[src/hdl/fo_gpio_defines.svh]
`ifndef FO_GPIO_DEFINES_SVH
`define FO_GPIO_DEFINES_SVH

// register byte offsets (wishbone, one word each)
`define ADDR_CTRL        4'h0
`define ADDR_DEVICE_STATUS_REGISTER    4'h4
`define ADDR_WAKE_STAT   4'h8
`define ADDR_LVL_STAT    4'hc
// control register fields
`define CTRL_FUNC_LSB    0
`define CTRL_LOCK_BIT    3
`define CTRL_TEST_BIT    4
`define CTRL_OVR_BIT     5
`define CTRL_PULL_LSB    6
// device status fields (write one to clear the fail and overcurrent flags only)
`define DEV_FAIL_BIT     0
`define DEV_WDF_BIT      1
`define DEV_OC_BIT       2
// wake status field
`define WAKE_EVT_BIT     0
// function codes
`define FUNC_FAIL_MAX    3'h2
`define FUNC_OFF         3'h4
`define FUNC_WAKE        3'h5
`define FUNC_LOW_SIDE    3'h6
`define FUNC_HIGH_SIDE   3'h7
// reset values
`define CTRL_RESET       8'h00
// timing at 10 MHz
`define CLK_HZ           10000000
`define BLANK_US         20
`define BLANK_CYC        ((`BLANK_US * `CLK_HZ + 999999) / 1000000)
`define FILT_US          16
`define FILT_CYC         ((`FILT_US * `CLK_HZ + 999999) / 1000000)

`endif

[src/hdl/fo_gpio_pkg.sv]
package fo_gpio_pkg;

    typedef enum logic [2:0] {
        MODE_NORMAL,
        MODE_STOP,
        MODE_SLEEP,
        MODE_INIT,
        MODE_RESTART,
        MODE_FAILSAFE
    } chip_mode_t;

    typedef enum logic [1:0] {
        WK_IDLE,
        WK_BLANK,
        WK_LIVE
    } wake_state_t;

endpackage

[src/hdl/wake_if.sv]
`timescale 1ns/1ps
`default_nettype none
// wake qualifier control and results
interface wake_if;
    logic enable;
    logic level;
    logic edge_pulse;
    logic live;

    modport owner (output enable, input level, input edge_pulse, input live);
    modport filter (input enable, output level, output edge_pulse,
                    output live);
endinterface
`default_nettype wire

[src/hdl/fo_gpio.sv]
`timescale 1ns/1ps
`default_nettype none
`include "fo_gpio_defines.svh"
module fo_gpio
    import fo_gpio_pkg::*;
#(
    parameter int BLANK_CYCLES  = `BLANK_CYC,
    parameter int FILTER_CYCLES = `FILT_CYC
)(
    input  wire logic        clk_i,
    input  wire logic        rst_i,
    // classic wishbone slave
    input  wire logic        wb_cyc_i,
    input  wire logic        wb_stb_i,
    input  wire logic        wb_we_i,
    input  wire logic [3:0]  wb_adr_i,
    input  wire logic [3:0]  wb_sel_i,
    input  wire logic [31:0] wb_dat_i,
    output logic [31:0]      wb_dat_o,
    output logic             wb_ack_o,
    // chip context
    input  wire logic [2:0]  chip_mode_i,
    input  wire logic        cfg_late_wd_i,
    input  wire logic        watchdog_fault_flag_event_i,
    input  wire logic        wd_trigger_ok_i,
    input  wire logic        wd_off_in_stop_i,
    input  wire logic        thermal_shutdown_stage_two_i,
    input  wire logic        main_regulator_short_i,
    input  wire logic        main_regulator_overvoltage_i,
    input  wire logic [7:0]  pwm_duty_i,
    input  wire logic [7:0]  pwm_frequency_select_i,
    input  wire logic        overcurrent_i,
    // pad
    input  wire logic        pad_i,
    output logic             pad_o,
    output logic             pad_oe_n_o,
    output logic             high_side_on_o,
    output logic             pull_up_en_o,
    output logic             pull_down_en_o,
    output logic             failsafe_request_o,
    output logic             wake_request_o,
    output logic             main_regulator_enable_o,
    output logic             wake_irq_pulse_o
);
    typedef struct packed {
        logic [2:0]  func;
        logic        lock;
        logic        test_drive;
        logic        ovr_en;
        logic [1:0]  pull;
        logic        failure_flag;
        logic        watchdog_fault_flag;
        logic        fail_by_fault;
        logic        wd_seen_once;
        logic        pin_overcurrent_flag;
        logic        pin_wake_event_flag;
        logic        level_stat;
        logic        prev_failsafe;
        logic        prev_restart;
        logic        prev_sleep;
        logic        wake_req;
        logic        irq;
        logic        ack;
        logic [31:0] rdata;
        logic [1:0]  pad_sync;
    } top_state_t;

    top_state_t s_reg;
    top_state_t s_next;

    wake_if wk ();
    logic pwm_on;

    wake_filter #(
        .BLANK_CYCLES  (BLANK_CYCLES),
        .FILTER_CYCLES (FILTER_CYCLES)
    ) u_wake (
        .clk_i (clk_i),
        .rst_i (rst_i),
        .pin_i (pad_i),
        .wk    (wk)
    );

    pwm_gen #(
        .WIDTH (8)
    ) u_pwm (
        .clk_i      (clk_i),
        .rst_i      (rst_i),
        .duty_i     (pwm_duty_i),
        .freq_div_i (pwm_frequency_select_i),
        .on_o       (pwm_on)
    );

    logic       is_fail_cfg;
    logic       is_wake_cfg;
    logic       is_switch_cfg;
    logic       in_normal;
    logic       in_awake;
    logic       fault_now;
    logic       wd_trip;
    logic       fail_drive;
    logic       switch_on;
    logic       wr_stb;
    logic       rd_stb;
    logic [2:0] func_code;

    // function decode and fault collection
    always_comb
    begin
        func_code     = s_reg.func;
        is_fail_cfg   = (func_code <= `FUNC_FAIL_MAX);
        is_wake_cfg   = (func_code == `FUNC_WAKE);
        is_switch_cfg = (func_code == `FUNC_LOW_SIDE) ||
                        (func_code == `FUNC_HIGH_SIDE);
        in_normal     = (chip_mode_i == 3'(MODE_NORMAL));
        in_awake      = in_normal || (chip_mode_i == 3'(MODE_STOP)) ||
                        (chip_mode_i == 3'(MODE_INIT)) ||
                        (chip_mode_i == 3'(MODE_RESTART));
        // overvoltage counts only when its reset enable is set
        fault_now     = thermal_shutdown_stage_two_i || main_regulator_short_i ||
                        (main_regulator_overvoltage_i && s_reg.ovr_en);
        // late configurations let the first watchdog fault pass
        wd_trip       = watchdog_fault_flag_event_i &&
                        (!cfg_late_wd_i || s_reg.wd_seen_once);
        fail_drive    = is_fail_cfg &&
                        (s_reg.fail_by_fault || s_reg.test_drive);
        switch_on     = is_switch_cfg && pwm_on && !s_reg.pin_overcurrent_flag;
        wr_stb        = wb_cyc_i && wb_stb_i && wb_we_i && !s_reg.ack;
        rd_stb        = wb_cyc_i && wb_stb_i && !wb_we_i && !s_reg.ack;
    end

    // all register and fault state
    always_comb
    begin
        s_next = s_reg;
        s_next.pad_sync = {s_reg.pad_sync[0], pad_i};
        s_next.prev_failsafe = (chip_mode_i == 3'(MODE_FAILSAFE));
        s_next.prev_restart  = (chip_mode_i == 3'(MODE_RESTART));
        s_next.prev_sleep    = (chip_mode_i == 3'(MODE_SLEEP));
        s_next.irq = 1'b0;
        s_next.ack = wb_cyc_i && wb_stb_i && !s_reg.ack;

        // bus writes first so hardware sets below win over clears
        if (wr_stb && wb_sel_i[0])
        begin
            if (wb_adr_i == `ADDR_CTRL)
            begin
                s_next.test_drive = wb_dat_i[`CTRL_TEST_BIT];
                s_next.ovr_en = wb_dat_i[`CTRL_OVR_BIT];
                s_next.pull = wb_dat_i[`CTRL_PULL_LSB +: 2];
                s_next.lock = wb_dat_i[`CTRL_LOCK_BIT];
                if (!s_reg.lock && in_normal)
                    s_next.func = wb_dat_i[`CTRL_FUNC_LSB +: 3];
            end
            if (wb_adr_i == `ADDR_DEVICE_STATUS_REGISTER)
            begin
                if (wb_dat_i[`DEV_FAIL_BIT])
                    s_next.failure_flag = 1'b0;
                if (wb_dat_i[`DEV_OC_BIT])
                    s_next.pin_overcurrent_flag = 1'b0;
            end
            if (wb_adr_i == `ADDR_WAKE_STAT && wb_dat_i[`WAKE_EVT_BIT])
                s_next.pin_wake_event_flag = 1'b0;
        end

        // watchdog bookkeeping
        if (watchdog_fault_flag_event_i)
            s_next.wd_seen_once = 1'b1;
        if (wd_trigger_ok_i)
        begin
            s_next.watchdog_fault_flag = 1'b0;
            s_next.wd_seen_once = 1'b0;
        end
        if ((chip_mode_i == 3'(MODE_SLEEP) && !s_reg.prev_sleep) ||
            (chip_mode_i == 3'(MODE_FAILSAFE) && !s_reg.prev_failsafe &&
             fault_now) ||
            (chip_mode_i == 3'(MODE_STOP) && wd_off_in_stop_i))
            s_next.watchdog_fault_flag = 1'b0;

        // fault latch: sets every cycle the cause is present
        if (is_fail_cfg && (fault_now || wd_trip))
        begin
            s_next.fail_by_fault = 1'b1;
            s_next.failure_flag = 1'b1;
        end
        else if (!is_fail_cfg && (fault_now || wd_trip))
            s_next.failure_flag = 1'b1;
        if (wd_trip)
            s_next.watchdog_fault_flag = 1'b1;
        // release only from normal with every cause gone
        if (in_normal && s_reg.fail_by_fault && !fault_now && !wd_trip &&
            !s_next.failure_flag && !s_next.watchdog_fault_flag)
            s_next.fail_by_fault = 1'b0;

        // restart entry drops a test-only drive
        if (chip_mode_i == 3'(MODE_RESTART) && !s_reg.prev_restart)
            s_next.test_drive = 1'b0;

        // overcurrent only judged while the switch is on
        if (is_switch_cfg && pwm_on && overcurrent_i)
        begin
            s_next.pin_overcurrent_flag = 1'b1;
            s_next.func = `FUNC_OFF;
        end
        if (is_switch_cfg && ((chip_mode_i == 3'(MODE_RESTART)) ||
                              (chip_mode_i == 3'(MODE_FAILSAFE))))
            s_next.func = `FUNC_OFF;

        // wake handling
        s_next.wake_req = 1'b0;
        if (is_wake_cfg && wk.edge_pulse)
        begin
            s_next.pin_wake_event_flag = 1'b1;
            if (chip_mode_i == 3'(MODE_NORMAL) || chip_mode_i == 3'(MODE_STOP))
                s_next.irq = 1'b1;
            if (chip_mode_i == 3'(MODE_SLEEP))
                s_next.wake_req = 1'b1;
        end
        if (chip_mode_i == 3'(MODE_FAILSAFE) && !s_reg.prev_failsafe)
            s_next.pin_wake_event_flag = 1'b0;

        // level tracked in all modes, shown only while awake
        if (is_wake_cfg)
            s_next.level_stat = wk.level;
        else if (is_switch_cfg)
            s_next.level_stat = s_reg.pad_sync[1];
        else
            s_next.level_stat = 1'b0;

        // read data registered with the ack
        s_next.rdata = 32'h0000_0000;
        if (rd_stb)
        begin
            unique case (wb_adr_i)
                `ADDR_CTRL:
                    s_next.rdata = {24'h00_0000, s_reg.pull, s_reg.ovr_en,
                                    s_reg.test_drive, s_reg.lock, s_reg.func};
                `ADDR_DEVICE_STATUS_REGISTER:
                    s_next.rdata = {29'h0, s_reg.pin_overcurrent_flag,
                                    s_reg.watchdog_fault_flag,
                                    s_reg.failure_flag};
                `ADDR_WAKE_STAT:
                    s_next.rdata = {31'h0, s_reg.pin_wake_event_flag};
                `ADDR_LVL_STAT:
                    s_next.rdata = {31'h0, s_reg.level_stat && in_awake};
                default:
                    s_next.rdata = 32'h0000_0000;
            endcase
        end
    end

    always_ff @(posedge clk_i)
    begin
        if (rst_i)
            s_reg <= '0;
        else
            s_reg <= s_next;
    end

    assign wk.enable = is_wake_cfg;

    // open drain: low drive when failing or low-side on
    assign pad_o      = 1'b0;
    assign pad_oe_n_o = !(fail_drive ||
                          (switch_on && func_code == `FUNC_LOW_SIDE));
    assign high_side_on_o = switch_on && (func_code == `FUNC_HIGH_SIDE);
    assign pull_up_en_o   = is_wake_cfg && s_reg.pull[0];
    assign pull_down_en_o = is_wake_cfg && s_reg.pull[1];
    // late configs keep any failure out of fail-safe in normal while the watchdog flag is set
    assign failsafe_request_o = s_reg.fail_by_fault &&
                                (!in_normal || !cfg_late_wd_i ||
                                 !s_reg.watchdog_fault_flag);
    assign wake_request_o = s_reg.wake_req;
    assign main_regulator_enable_o = !(chip_mode_i == 3'(MODE_SLEEP)) ||
                                     s_reg.wake_req;
    assign wake_irq_pulse_o = s_reg.irq;
    assign wb_ack_o = s_reg.ack;
    assign wb_dat_o = s_reg.rdata;
endmodule
`default_nettype wire

[src/hdl/wake_filter.sv]
`timescale 1ns/1ps
`default_nettype none
`include "fo_gpio_defines.svh"
module wake_filter
    import fo_gpio_pkg::*;
#(
    parameter int BLANK_CYCLES  = `BLANK_CYC,
    parameter int FILTER_CYCLES = `FILT_CYC
)(
    input  wire logic   clk_i,
    input  wire logic   rst_i,
    input  wire logic   pin_i,
    wake_if.filter      wk
);
    typedef struct packed {
        wake_state_t state;
        logic [1:0]  sync;
        logic [15:0] count;
        logic        level;
        logic        edge_pulse;
    } wf_state_t;

    wf_state_t s_reg;
    wf_state_t s_next;

    // blank after configure, then filter every level change
    always_comb
    begin
        s_next = s_reg;
        s_next.sync = {s_reg.sync[0], pin_i};
        s_next.edge_pulse = 1'b0;
        if (!wk.enable)
        begin
            s_next.state = WK_IDLE;
            s_next.count = 16'h0000;
        end
        else
        begin
            unique case (s_reg.state)
                WK_IDLE:
                begin
                    s_next.state = WK_BLANK;
                    s_next.count = 16'h0000;
                end
                WK_BLANK:
                begin
                    s_next.count = s_reg.count + 16'h0001;
                    if (s_reg.count >= 16'(BLANK_CYCLES - 1))
                    begin
                        s_next.state = WK_LIVE;
                        s_next.count = 16'h0000;
                    end
                end
                WK_LIVE:
                begin
                    // stored reference is the last filtered level
                    if (s_reg.sync[1] == s_reg.level)
                        s_next.count = 16'h0000;
                    else if (s_reg.count >= 16'(FILTER_CYCLES - 1))
                    begin
                        s_next.level = s_reg.sync[1];
                        s_next.edge_pulse = 1'b1;
                        s_next.count = 16'h0000;
                    end
                    else
                        s_next.count = s_reg.count + 16'h0001;
                end
            endcase
        end
    end

    always_ff @(posedge clk_i)
    begin
        if (rst_i)
            s_reg <= '0;
        else
            s_reg <= s_next;
    end

    assign wk.level      = s_reg.level;
    assign wk.edge_pulse = s_reg.edge_pulse;
    assign wk.live       = (s_reg.state == WK_LIVE);
endmodule
`default_nettype wire

[src/hdl/pwm_gen.sv]
`timescale 1ns/1ps
`default_nettype none
`include "fo_gpio_defines.svh"
module pwm_gen #(
    parameter int WIDTH = 8
)(
    input  wire logic             clk_i,
    input  wire logic             rst_i,
    input  wire logic [WIDTH-1:0] duty_i,
    input  wire logic [7:0]       freq_div_i,
    output logic                  on_o
);
    typedef struct packed {
        logic [7:0]       pre;
        logic [WIDTH-1:0] phase;
        logic             on;
    } pwm_state_t;

    pwm_state_t s_reg;
    pwm_state_t s_next;

    // prescaled phase counter; all-ones duty means permanently on
    always_comb
    begin
        s_next = s_reg;
        if (s_reg.pre >= freq_div_i)
        begin
            s_next.pre = 8'h00;
            s_next.phase = s_reg.phase + 1'b1;
        end
        else
            s_next.pre = s_reg.pre + 8'h01;
        s_next.on = (duty_i == '1) || (s_next.phase < duty_i);
    end

    always_ff @(posedge clk_i)
    begin
        if (rst_i)
            s_reg <= '0;
        else
            s_reg <= s_next;
    end

    assign on_o = s_reg.on;
endmodule
`default_nettype wire

[config.mk]
export PLATFORM = sky130hd
export DESIGN_NAME = fo_gpio
export DESIGN_NICKNAME = d
export VERILOG_FILES = /design/src/hdl/fo_gpio_pkg.sv /design/src/hdl/wake_if.sv /design/src/hdl/fo_gpio.sv /design/src/hdl/wake_filter.sv /design/src/hdl/pwm_gen.sv
export VERILOG_INCLUDE_DIRS = /design/src /design/src/hdl
export SDC_FILE = /design/constraint.sdc
export NUM_CORES = 1
export LEC_CHECK = 0
export BUFFER_PORTS_ARGS = -buffer_cell sky130_fd_sc_hd__buf_2
export CORE_MARGIN = 10
export CORE_UTILIZATION = 40
export CTS_CLUSTER_DIAMETER = 80
export DETAILED_ROUTE_END_ITERATION = 10
export GPL_TIMING_DRIVEN = 1
export HOLD_SLACK_MARGIN = 0.15
export MAX_ROUTING_LAYER = met4
export PLACE_DENSITY_LB_ADDON = 0.08
export SYNTH_ARGS = -nofsm -noshare
export SYNTH_HDL_FRONTEND = slang
export SYNTH_SLANG_ARGS = --single-unit
[constraint.sdc]
create_clock -name clk_i -period 5.7 [get_ports clk_i]
set_input_delay 0.57 -clock clk_i [delete_from_list [all_inputs] [get_ports clk_i]]
set_output_delay 0.57 -clock clk_i [all_outputs]
set_load 0.005 [all_outputs]
==> impl_metrics.tcl, run 1 <==
set metrics [dict create \
    worst_pin_slew_ns 0.665 \
    synth_cell_type_count 51 \
    root_buffer "clkbuf_8" \
    route.vias.total 2634 \
    cts_tree "yes" \
    synth_area_per_cell_um2 8.78 \
    synth_area_mm2 0.00345 \
    path_max_fanout 5 \
    pwr-share-comb 0.067 \
    cts.htree.levels 3 \
    clk_pin_slew_ns 0.08 \
    grt_pass1_wl_um 12000 \
    drv_cap 0 \
    ir_worst_vdd_v 0.000151 \
    n_antenna_cell 0 \
    start_kind "flip-flop" \
    wire_per_inst_um 12.6 \
    hold_class "in -> reg" \
    synth_enable_flop_cells 0 \
    switching_share 0.218 \
    ios 115 \
    gp_congestion 0.731 \
    setup_ws_ns 2.57 \
    cts_max_path_buffers 2 \
    finalMaxSlewViolations 0 \
    p_switching_uw 215 \
    utilization 0.476 \
    dr.pass1.iters 4 \
    period_needed_ns 3.13 \
    post_cts_resized 0 \
    cp-end-kind "flip-flop" \
    cts_buffers 9 \
    antenna_found_initial 0 \
    cts_sinks 68 \
    hold_buffers 0 \
    largest_reg_flops 19 \
    viasPerCell 4.65 \
    syn2layout_area_growth_pct 14.4 \
    setup_viol_count_final 0 \
    io_buffers 62 \
    outcome "finished, final reports clean" \
    dieArea_mm2 0.0127 \
    pre_cts_slack_ns 2.29 \
    rows 33 \
    internal_power_uw 771 \
    p_total_uw 986 \
    async_flop_share 0 \
    critPathKind "reg -> reg" \
    start_util 0.416 \
    grt_pass1_vias 2555 \
    overflow 0 \
    cts_setup_buffers 0 \
    cp_slowest_cell "a2111oi_2" \
    seq_area_frac_synth 0.394 \
    ys.flop_type "dfxtp_1" \
    die_w_um 113 \
    ys_seq_elements 68 \
    grt_max_degree 38 \
    critical_path_arrival_ns 3.36 \
    p_clk_frac 0.437 \
    dp.cells 550 \
    grt_use_total 0.114 \
    first_iter_violations 66 \
    dp_hpwl_um 5660 \
    critical_path.max_stage_delay_ns 0.52 \
    nets 550 \
    drive_gt1_frac 0.195 \
    core-area_mm2 0.00830 \
    finalHoldViolCount 0 \
    maxSlewHeadroom 0.556 \
    drcViolationCount 0 \
    finalSetupTns_ns 0 \
    synth_top_area_share 0.394 \
    ant_nets 0 \
    post-route-period-util 0.549 \
    cp.required_ns 5.93 \
    final_cells 566 \
    synth_cells 393 \
    ys_warn_count 0 \
    power_density_mw_per_mm2 250 \
    fmax_ghz 0.320 \
    layout_common_cells "dfxtp_1, buf_2, nor2_1" \
    synth_area_leaders "dfxtp_1, ha_1, buf_4" \
    path_cells "inv_1 -> ha_1 -> nand2b_1 -> a2111oi_2 -> o21bai_1 -> and4_1 -> xor2_1 -> ha_1 -> nand4_1 -> nor2_1 -> nor2_1 -> a21oi_1 -> a311oi_1" \
    die_h_um 113 \
    p_leak_uw 0.00178 \
    wirelength_um 7150 \
    rsz0062_at_grt "false" \
    pwr-share-seq 0.496 \
    final_common_cell "dfxtp_1" \
    fill_cells 853 \
    insertion_delay_ns 0.34 \
    synth.largest_area_cell "dfxtp_1" \
    clock_skew_ns 0.00865 \
]
## path summary, 6_finish.rpt
kind	startpoint	end	slack (ns)	depth (start not counted)
min	wd_trigger_ok_i	s_reg[43]$_SDFFE_PP0P_	0.40	2
min reg2reg	u_wake.s_next[19]$_SDFF_PP0_	u_wake.s_reg[19]$_SDFF_PP0_	0.44	1
max reg2reg	u_pwm.s_reg[9]$_SDFF_PP0_	u_pwm.on_o$_SDFF_PP0_	2.57	13
max	u_pwm.s_reg[9]$_SDFF_PP0_	u_pwm.on_o$_SDFF_PP0_	2.57	13
## per-layer routing
layer,vias up,part of all wire,track usage
met1,1174,0.44,0.133
met4,0,0.0070,0.0228
met5,-,0,-
met2,54,0.48,0.180
met3,5,0.068,0.0486
li1,1401,-,-
## through the flow
stage	hold WS [ns]	cell area (um2)
final	0.402	3950
after global routing	0.389	3950
after CTS	0.381	3950
after detailed placement	0.428	3730
after global placement	0.430	3730
after floorplan	0.414	3570
## power groups by stage
stage               combinational (uW)  sequential [uW]  clock [uW]
floorplan                         51.5              499           0
global placement                  64.8              500           0
detailed placement                65.6              500           0
CTS                               66.2              489         445
global route                      76.9              490         467
finish                            66.0              489         430
## Yosys cell counts (3+ instances only)
cell type,count
and3_1,4
nand2_1,23
nor2b_1,10
xnor2_1,7
inv_1,28
buf_4,33
and2_1,7
nor3_1,10
o21ai_0,12
a211oi_1,3
xor2_1,9
dfxtp_1,68
nand3b_1,4
mux2i_1,12
or3_1,7
nand3_1,11
nand2b_1,5
or2_2,3
mux2_2,3
clkbuf_1,8
and3b_1,3
a21oi_1,22
ha_1,21
nor2_1,43
nand4_1,6
## layout make-up
type / count / area [um2] / area share
Sequential cell: 68 / 1360 / 0.345
Clock inverter: 4 / 72.6 / 0.0184
Clock buffer: 12 / 145 / 0.0368
Inverter: 28 / 105 / 0.0266
Multi-Input combinational cell: 287 / 1820 / 0.462
Timing Repair Buffer: 62 / 310 / 0.0786
Tap cell: 105 / 131 / 0.0333
## worst max-delay path, delay by kind of cell, from the launching register on
family,cells,cell delay (ns)
flops,1,0.39
simple gates,5,0.71
compound gates,4,1.17
fa+ha+maj,2,0.54
xor+xnor,1,0.15
buf+inv,1,0.06
## cell families (layout without fill, tap and decap cells)
logic type	count (synthesis)	after routing	share of synthesized area
muxes	15	15	0.0446
adders and majority gates	21	21	0.0761
xor gates and xnor gates	16	16	0.0406
AOI/OAI and AO/OA	52	52	0.0986
buffers and inverters	70	106	0.112
DFF	68	68	0.394
other	1	33	0.00109
and+or+nand+nor	150	150	0.232
Note: power is estimated with default switching activity, not from simulation.
==> run 2: changes to the inputs <==
Clock period 5.7 ns to 3.3 ns, I/O delays scaled along.
==> run 2 against run 1 <==
Compared with the run above: via count is 1.2% higher; critical path depth stayed put; sequential power is 73% higher; design area is 1.6% higher; maximum frequency is 3.3% higher; critical endpoint unchanged; largest cell class unchanged; highest routed layer unchanged.
==> impl_metrics.tcl, run 2 (synthesis results as in run 1) <==
set metrics [dict create \
    outcome "finished, final reports clean" \
    overflow 0 \
    critical_path.max_stage_delay_ns 0.44 \
    critPathKind "reg -> reg" \
    rsz0062_at_grt "false" \
    cts.htree.levels 3 \
    holdWs_ns 0.225 \
    cp_slowest_cell "a2111oi_4" \
    first_iter_violations 63 \
    setup_viol_count_final 0 \
    final_cells 568 \
    antenna_found_initial 0 \
    cts_setup_buffers 0 \
    n_antenna_cell 0 \
    root_buffer "clkbuf_8" \
    drcViolationCount 0 \
    internal_power_uw 1430 \
    drive_gt1_frac 0.199 \
    critical_path_arrival_ns 3.25 \
    clk_pin_slew_ns 0.07 \
    ant_nets 0 \
    cts_max_path_buffers 2 \
    grt_max_degree 37 \
    dr.pass1.iters 4 \
    drv_cap 0 \
    nets 552 \
    cp-end-kind "flip-flop" \
    cp.required_ns 3.52 \
    p_clk_frac 0.465 \
    cts_tree "yes" \
    p_switching_uw 372 \
    syn2layout_area_growth_pct 16.2 \
    route.vias.total 2666 \
    grt_pass1_vias 2622 \
    insertion_delay_ns 0.34 \
    core-area_mm2 0.00830 \
    critical_path.top_delay_family "compound AO/OA/AOI/OAI gates" \
    p_leak_uw 0.00181 \
    io_buffers 62 \
    finalHoldViolCount 0 \
    path_cells "inv_1 -> ha_1 -> nand2b_1 -> a2111oi_4 -> o21ba_2 -> or3_1 -> nand2_1 -> ha_1 -> a21oi_1 -> nor2b_1 -> o21ai_0 -> a21oi_1 -> a311oi_1" \
    grt_pass1_wl_um 12200 \
    gp_congestion 0.761 \
    path_max_fanout 9 \
    rows 33 \
    die_w_um 113 \
    dieArea_mm2 0.0127 \
    clock_skew_ns 0.00800 \
    wire_per_inst_um 12.6 \
    pwr-share-comb 0.067 \
    wirelength_um 7180 \
    post-route-period-util 0.918 \
    start_kind "flip-flop" \
    finalMaxSlewViolations 0 \
    viasPerCell 4.69 \
    power_density_mw_per_mm2 450 \
    ir_worst_vdd_v 0.000267 \
    start_util 0.416 \
    layout_common_cells "dfxtp_1, buf_2, nor2_1" \
    cts_sinks 68 \
    cts_buffers 9 \
    hold_class "in -> reg" \
    die_h_um 113 \
    grt_use_total 0.116 \
    maxSlewHeadroom 0.606 \
    ios 115 \
    finalSetupTns_ns 0 \
    switching_share 0.206 \
    fmax_ghz 0.330 \
    dp_hpwl_um 5680 \
    largest_reg_flops 19 \
    worst_pin_slew_ns 0.586 \
    period_needed_ns 3.03 \
    final_common_cell "dfxtp_1" \
    pwr-share-seq 0.468 \
    dp.cells 551 \
    utilization 0.483 \
    p_total_uw 1800 \
    path_buf_inv 1 \
]
[run 2: cell types whose count changed in the layout (fill, tap and decap cells not counted), sizes merged]
cell	change
bufinv	+1
dlygate4sd3	+1
clkinvlp	-1
buf	+1
[run 2: what timing repair did]
| item | 4_1_cts | 5_1_grt |
|---|---|---|
| endpoints found under the setup margin | 0 | 1 |
| hold buffers | 1 | 0 |
| endpoints found under the hold margin | 1 | 0 |
| gates resized for setup | 0 | 1 |
[run 2: routing by layer]
metal  track usage  share of wire  up-vias
li1              -              -     1401
met1         0.133           0.45     1202
met2         0.185           0.49       55
met3        0.0401          0.058        8
met4        0.0381          0.011        0
met5             -              0        -
[run 2: cell type report]
cell class | count | area [um2]
flip-flops and latches | 68 | 1360
inverters | 28 | 105
repair buffers | 64 | 328
well taps | 105 | 131
fillers | 866 | 4290
clock buffers | 12 | 155
multi-input cells | 287 | 1840
clock inverters | 4 | 95.1
[run 2: path summary, 6_finish.rpt]
check | slack (ns) | endpoint | start | depth (start not counted)
hold / removal | 0.22 | u_wake.s_next[19]$_SDFF_PP0_ | pad_i | 2
setup reg to reg | 0.27 | u_pwm.on_o$_SDFF_PP0_ | u_pwm.s_reg[9]$_SDFF_PP0_ | 13
hold reg to reg | 0.44 | u_wake.s_reg[19]$_SDFF_PP0_ | u_wake.s_next[19]$_SDFF_PP0_ | 1
setup / recovery | 0.27 | u_pwm.on_o$_SDFF_PP0_ | u_pwm.s_reg[9]$_SDFF_PP0_ | 13
[run 2: worst register-to-register path: cells and delay by family, from the launching register on]
family | cells | cell delay, ns
and+or+nand+nor | 4 | 0.46
DFF | 1 | 0.39
buffers and inverters | 1 | 0.06
AOI/OAI and AO/OA | 6 | 1.45
adders and majority gates | 2 | 0.56
[run 2: through the flow]
stage / cell area (um2) / worst slack, ns
floorplan: 3570 / 0.598
global placement: 3740 / 0.173
detailed placement: 3740 / 0.196
CTS: 4000 / 0.178
global route: 4010 / 0.0293
finish: 4010 / 0.270
[run 2: power by group through the flow]
stage | clock (uW) | combinational [uW] | sequential (uW)
3_5_place_dp | 0 | 114 | 864
3_3_place_gp | 0 | 113 | 864
6_report | 839 | 121 | 845
2_1_floorplan | 0 | 88.9 | 861
5_1_grt | 904 | 140 | 847
4_1_cts | 864 | 116 | 845
==> run 3: changes to the inputs <==
Settings changed: CORE_MARGIN 10 to unset, REMOVE_ABC_BUFFERS set to 1.
==> run 3 against run 2 <==
Compared with the run above: via count decreased by 0.98%; highest routed layer unchanged; largest power group unchanged; power is 4.7% lower; design area shrank 0.94%; utilization down 0.45 points; sequential cell count unchanged; final cell count fell by 0.35%; critical path depth shrank 3; combinational power barely moved.
==> impl_metrics.tcl, run 3 (synthesis results as in run 1) <==
set metrics [dict create \
    outcome "finished, final reports clean" \
    setup_viol_count_final 0 \
    cp-end-kind "flip-flop" \
    pre_cts_slack_ns 0.161 \
    fill_cells 838 \
    die_h_um 94.9 \
    critical_path.max_stage_delay_ns 0.46 \
    wl_met2_um 2850 \
    utilization 0.479 \
    cp_common_cell "ha_1" \
    dieArea_mm2 0.00900 \
    path_max_fanout 5 \
    critPathKind "reg -> reg" \
    wire_per_inst_um 11.6 \
    drv_cap 0 \
    routed.top_layer "met4" \
    cts.htree.levels 3 \
    insertion_delay_ns 0.34 \
    cp_slowest_cell "a2111oi_4" \
    power_density_mw_per_mm2 433 \
    cts_buffers 9 \
    route.vias.total 2640 \
    ir_worst_vdd_v 0.000379 \
    holdWs_ns 0.176 \
    nets 550 \
    io_buffers 62 \
    p_total_uw 1720 \
    final_common_cell "dfxtp_1" \
    hold_class "in -> reg" \
    maxSlewHeadroom 0.553 \
    die_w_um 94.9 \
    drive_gt1_frac 0.200 \
    worst_pin_slew_ns 0.670 \
    antenna_found_initial 0 \
    start_kind "flip-flop" \
    gp_congestion 0.732 \
    layout_common_cells "dfxtp_1, buf_2, nor2_1" \
    wl_met3_um 390 \
    core-area_mm2 0.00830 \
    start_util 0.416 \
    drcViolationCount 0 \
    grt_pass1_wl_um 11100 \
    root_buffer "clkbuf_8" \
    met1_length_um 3260 \
    cts_tree "yes" \
    viasPerCell 4.66 \
    hold_buffers 0 \
    fmax_ghz 0.332 \
    dp_hpwl_um 4920 \
    grt_pass1_vias 2439 \
    cts_sinks 68 \
    critical_path_arrival_ns 3.25 \
    dr.pass1.iters 4 \
    overflow 0 \
    p_leak_uw 0.00179 \
    grt_use_total 0.164 \
    largest_reg_flops 19 \
    syn2layout_area_growth_pct 15.2 \
    cp.required_ns 3.53 \
    ant_nets 0 \
    finalMaxSlewViolations 0 \
    period_needed_ns 3.01 \
    post-route-period-util 0.913 \
    cts_setup_buffers 0 \
    cts_max_path_buffers 2 \
    n_antenna_cell 0 \
    wirelength_um 6570 \
    clk_pin_slew_ns 0.08 \
    path_cells "inv_1 -> ha_1 -> nand2b_1 -> a2111oi_4 -> o21bai_1 -> mux2_2 -> ha_1 -> nand3b_1 -> or3_1 -> a311oi_1" \
    ios 115 \
    grt_max_degree 38 \
    rows 33 \
    finalHoldViolCount 0 \
    first_iter_violations 54 \
    clock_skew_ns 0.00661 \
    setup_ws_ns 0.288 \
]
run 3: final cells by class:
type	count	area (um2)	share of cell area
inverter	28	105	0.0264
clock inverter	7	100	0.0252
tap	105	131	0.0331
clock buffer	9	124	0.0312
sequential	68	1360	0.343
timing repair buffer	62	310	0.0781
multi-input combinational	287	1840	0.463
run 3: critical path, delay by kind of cell, from the launching register on:
kind	cells	cell delay, ns
and+or+nand+nor	3	0.67
muxes	1	0.33
DFF	1	0.39
AOI/OAI and AO/OA	3	0.99
adders and majority gates	2	0.47
buffers and inverters	1	0.06
run 3: timing repair:
action | in CTS | in global routing
endpoints found under the setup margin | 0 | 1
endpoints found under the hold margin | 0 | 0
gates resized for setup | 0 | 2
run 3: worst paths after layout:
kind | start | endpoint | slack, ns | cells after the start
hold reg to reg | u_wake.s_next[19]$_SDFF_PP0_ | u_wake.s_reg[19]$_SDFF_PP0_ | 0.44 | 1
setup reg to reg | u_pwm.s_reg[9]$_SDFF_PP0_ | u_pwm.on_o$_SDFF_PP0_ | 0.29 | 10
hold / removal | wd_trigger_ok_i | s_reg[43]$_SDFFE_PP0P_ | 0.18 | 2
setup / recovery | u_pwm.s_reg[9]$_SDFF_PP0_ | u_pwm.on_o$_SDFF_PP0_ | 0.29 | 10
run 3: layer usage:
layer	vias to the layer above	GRT usage
met2	61	0.248
met1	1178	0.207
met3	8	0.0636
met4	0	0.0379
met5	-	-
li1	1393	-
run 3: report_power, final:
group | total, uW | internal [uW] | switching (uW)
clock | 756 | 430 | 326
combinational | 119 | 53.1 | 66.1
sequential | 845 | 835 | 9.38
total | 1720 | 1320 | 401
run 3: metrics by stage:
step | setup TNS [ns] | cells | instance area [um2]
after floorplan | 0 | 383 | 3290
after global placement | 0 | 550 | 3730
after detailed placement | 0 | 550 | 3730
after CTS | 0 | 566 | 3960
after global routing | -0.00123 | 566 | 3970
final | 0 | 566 | 3970
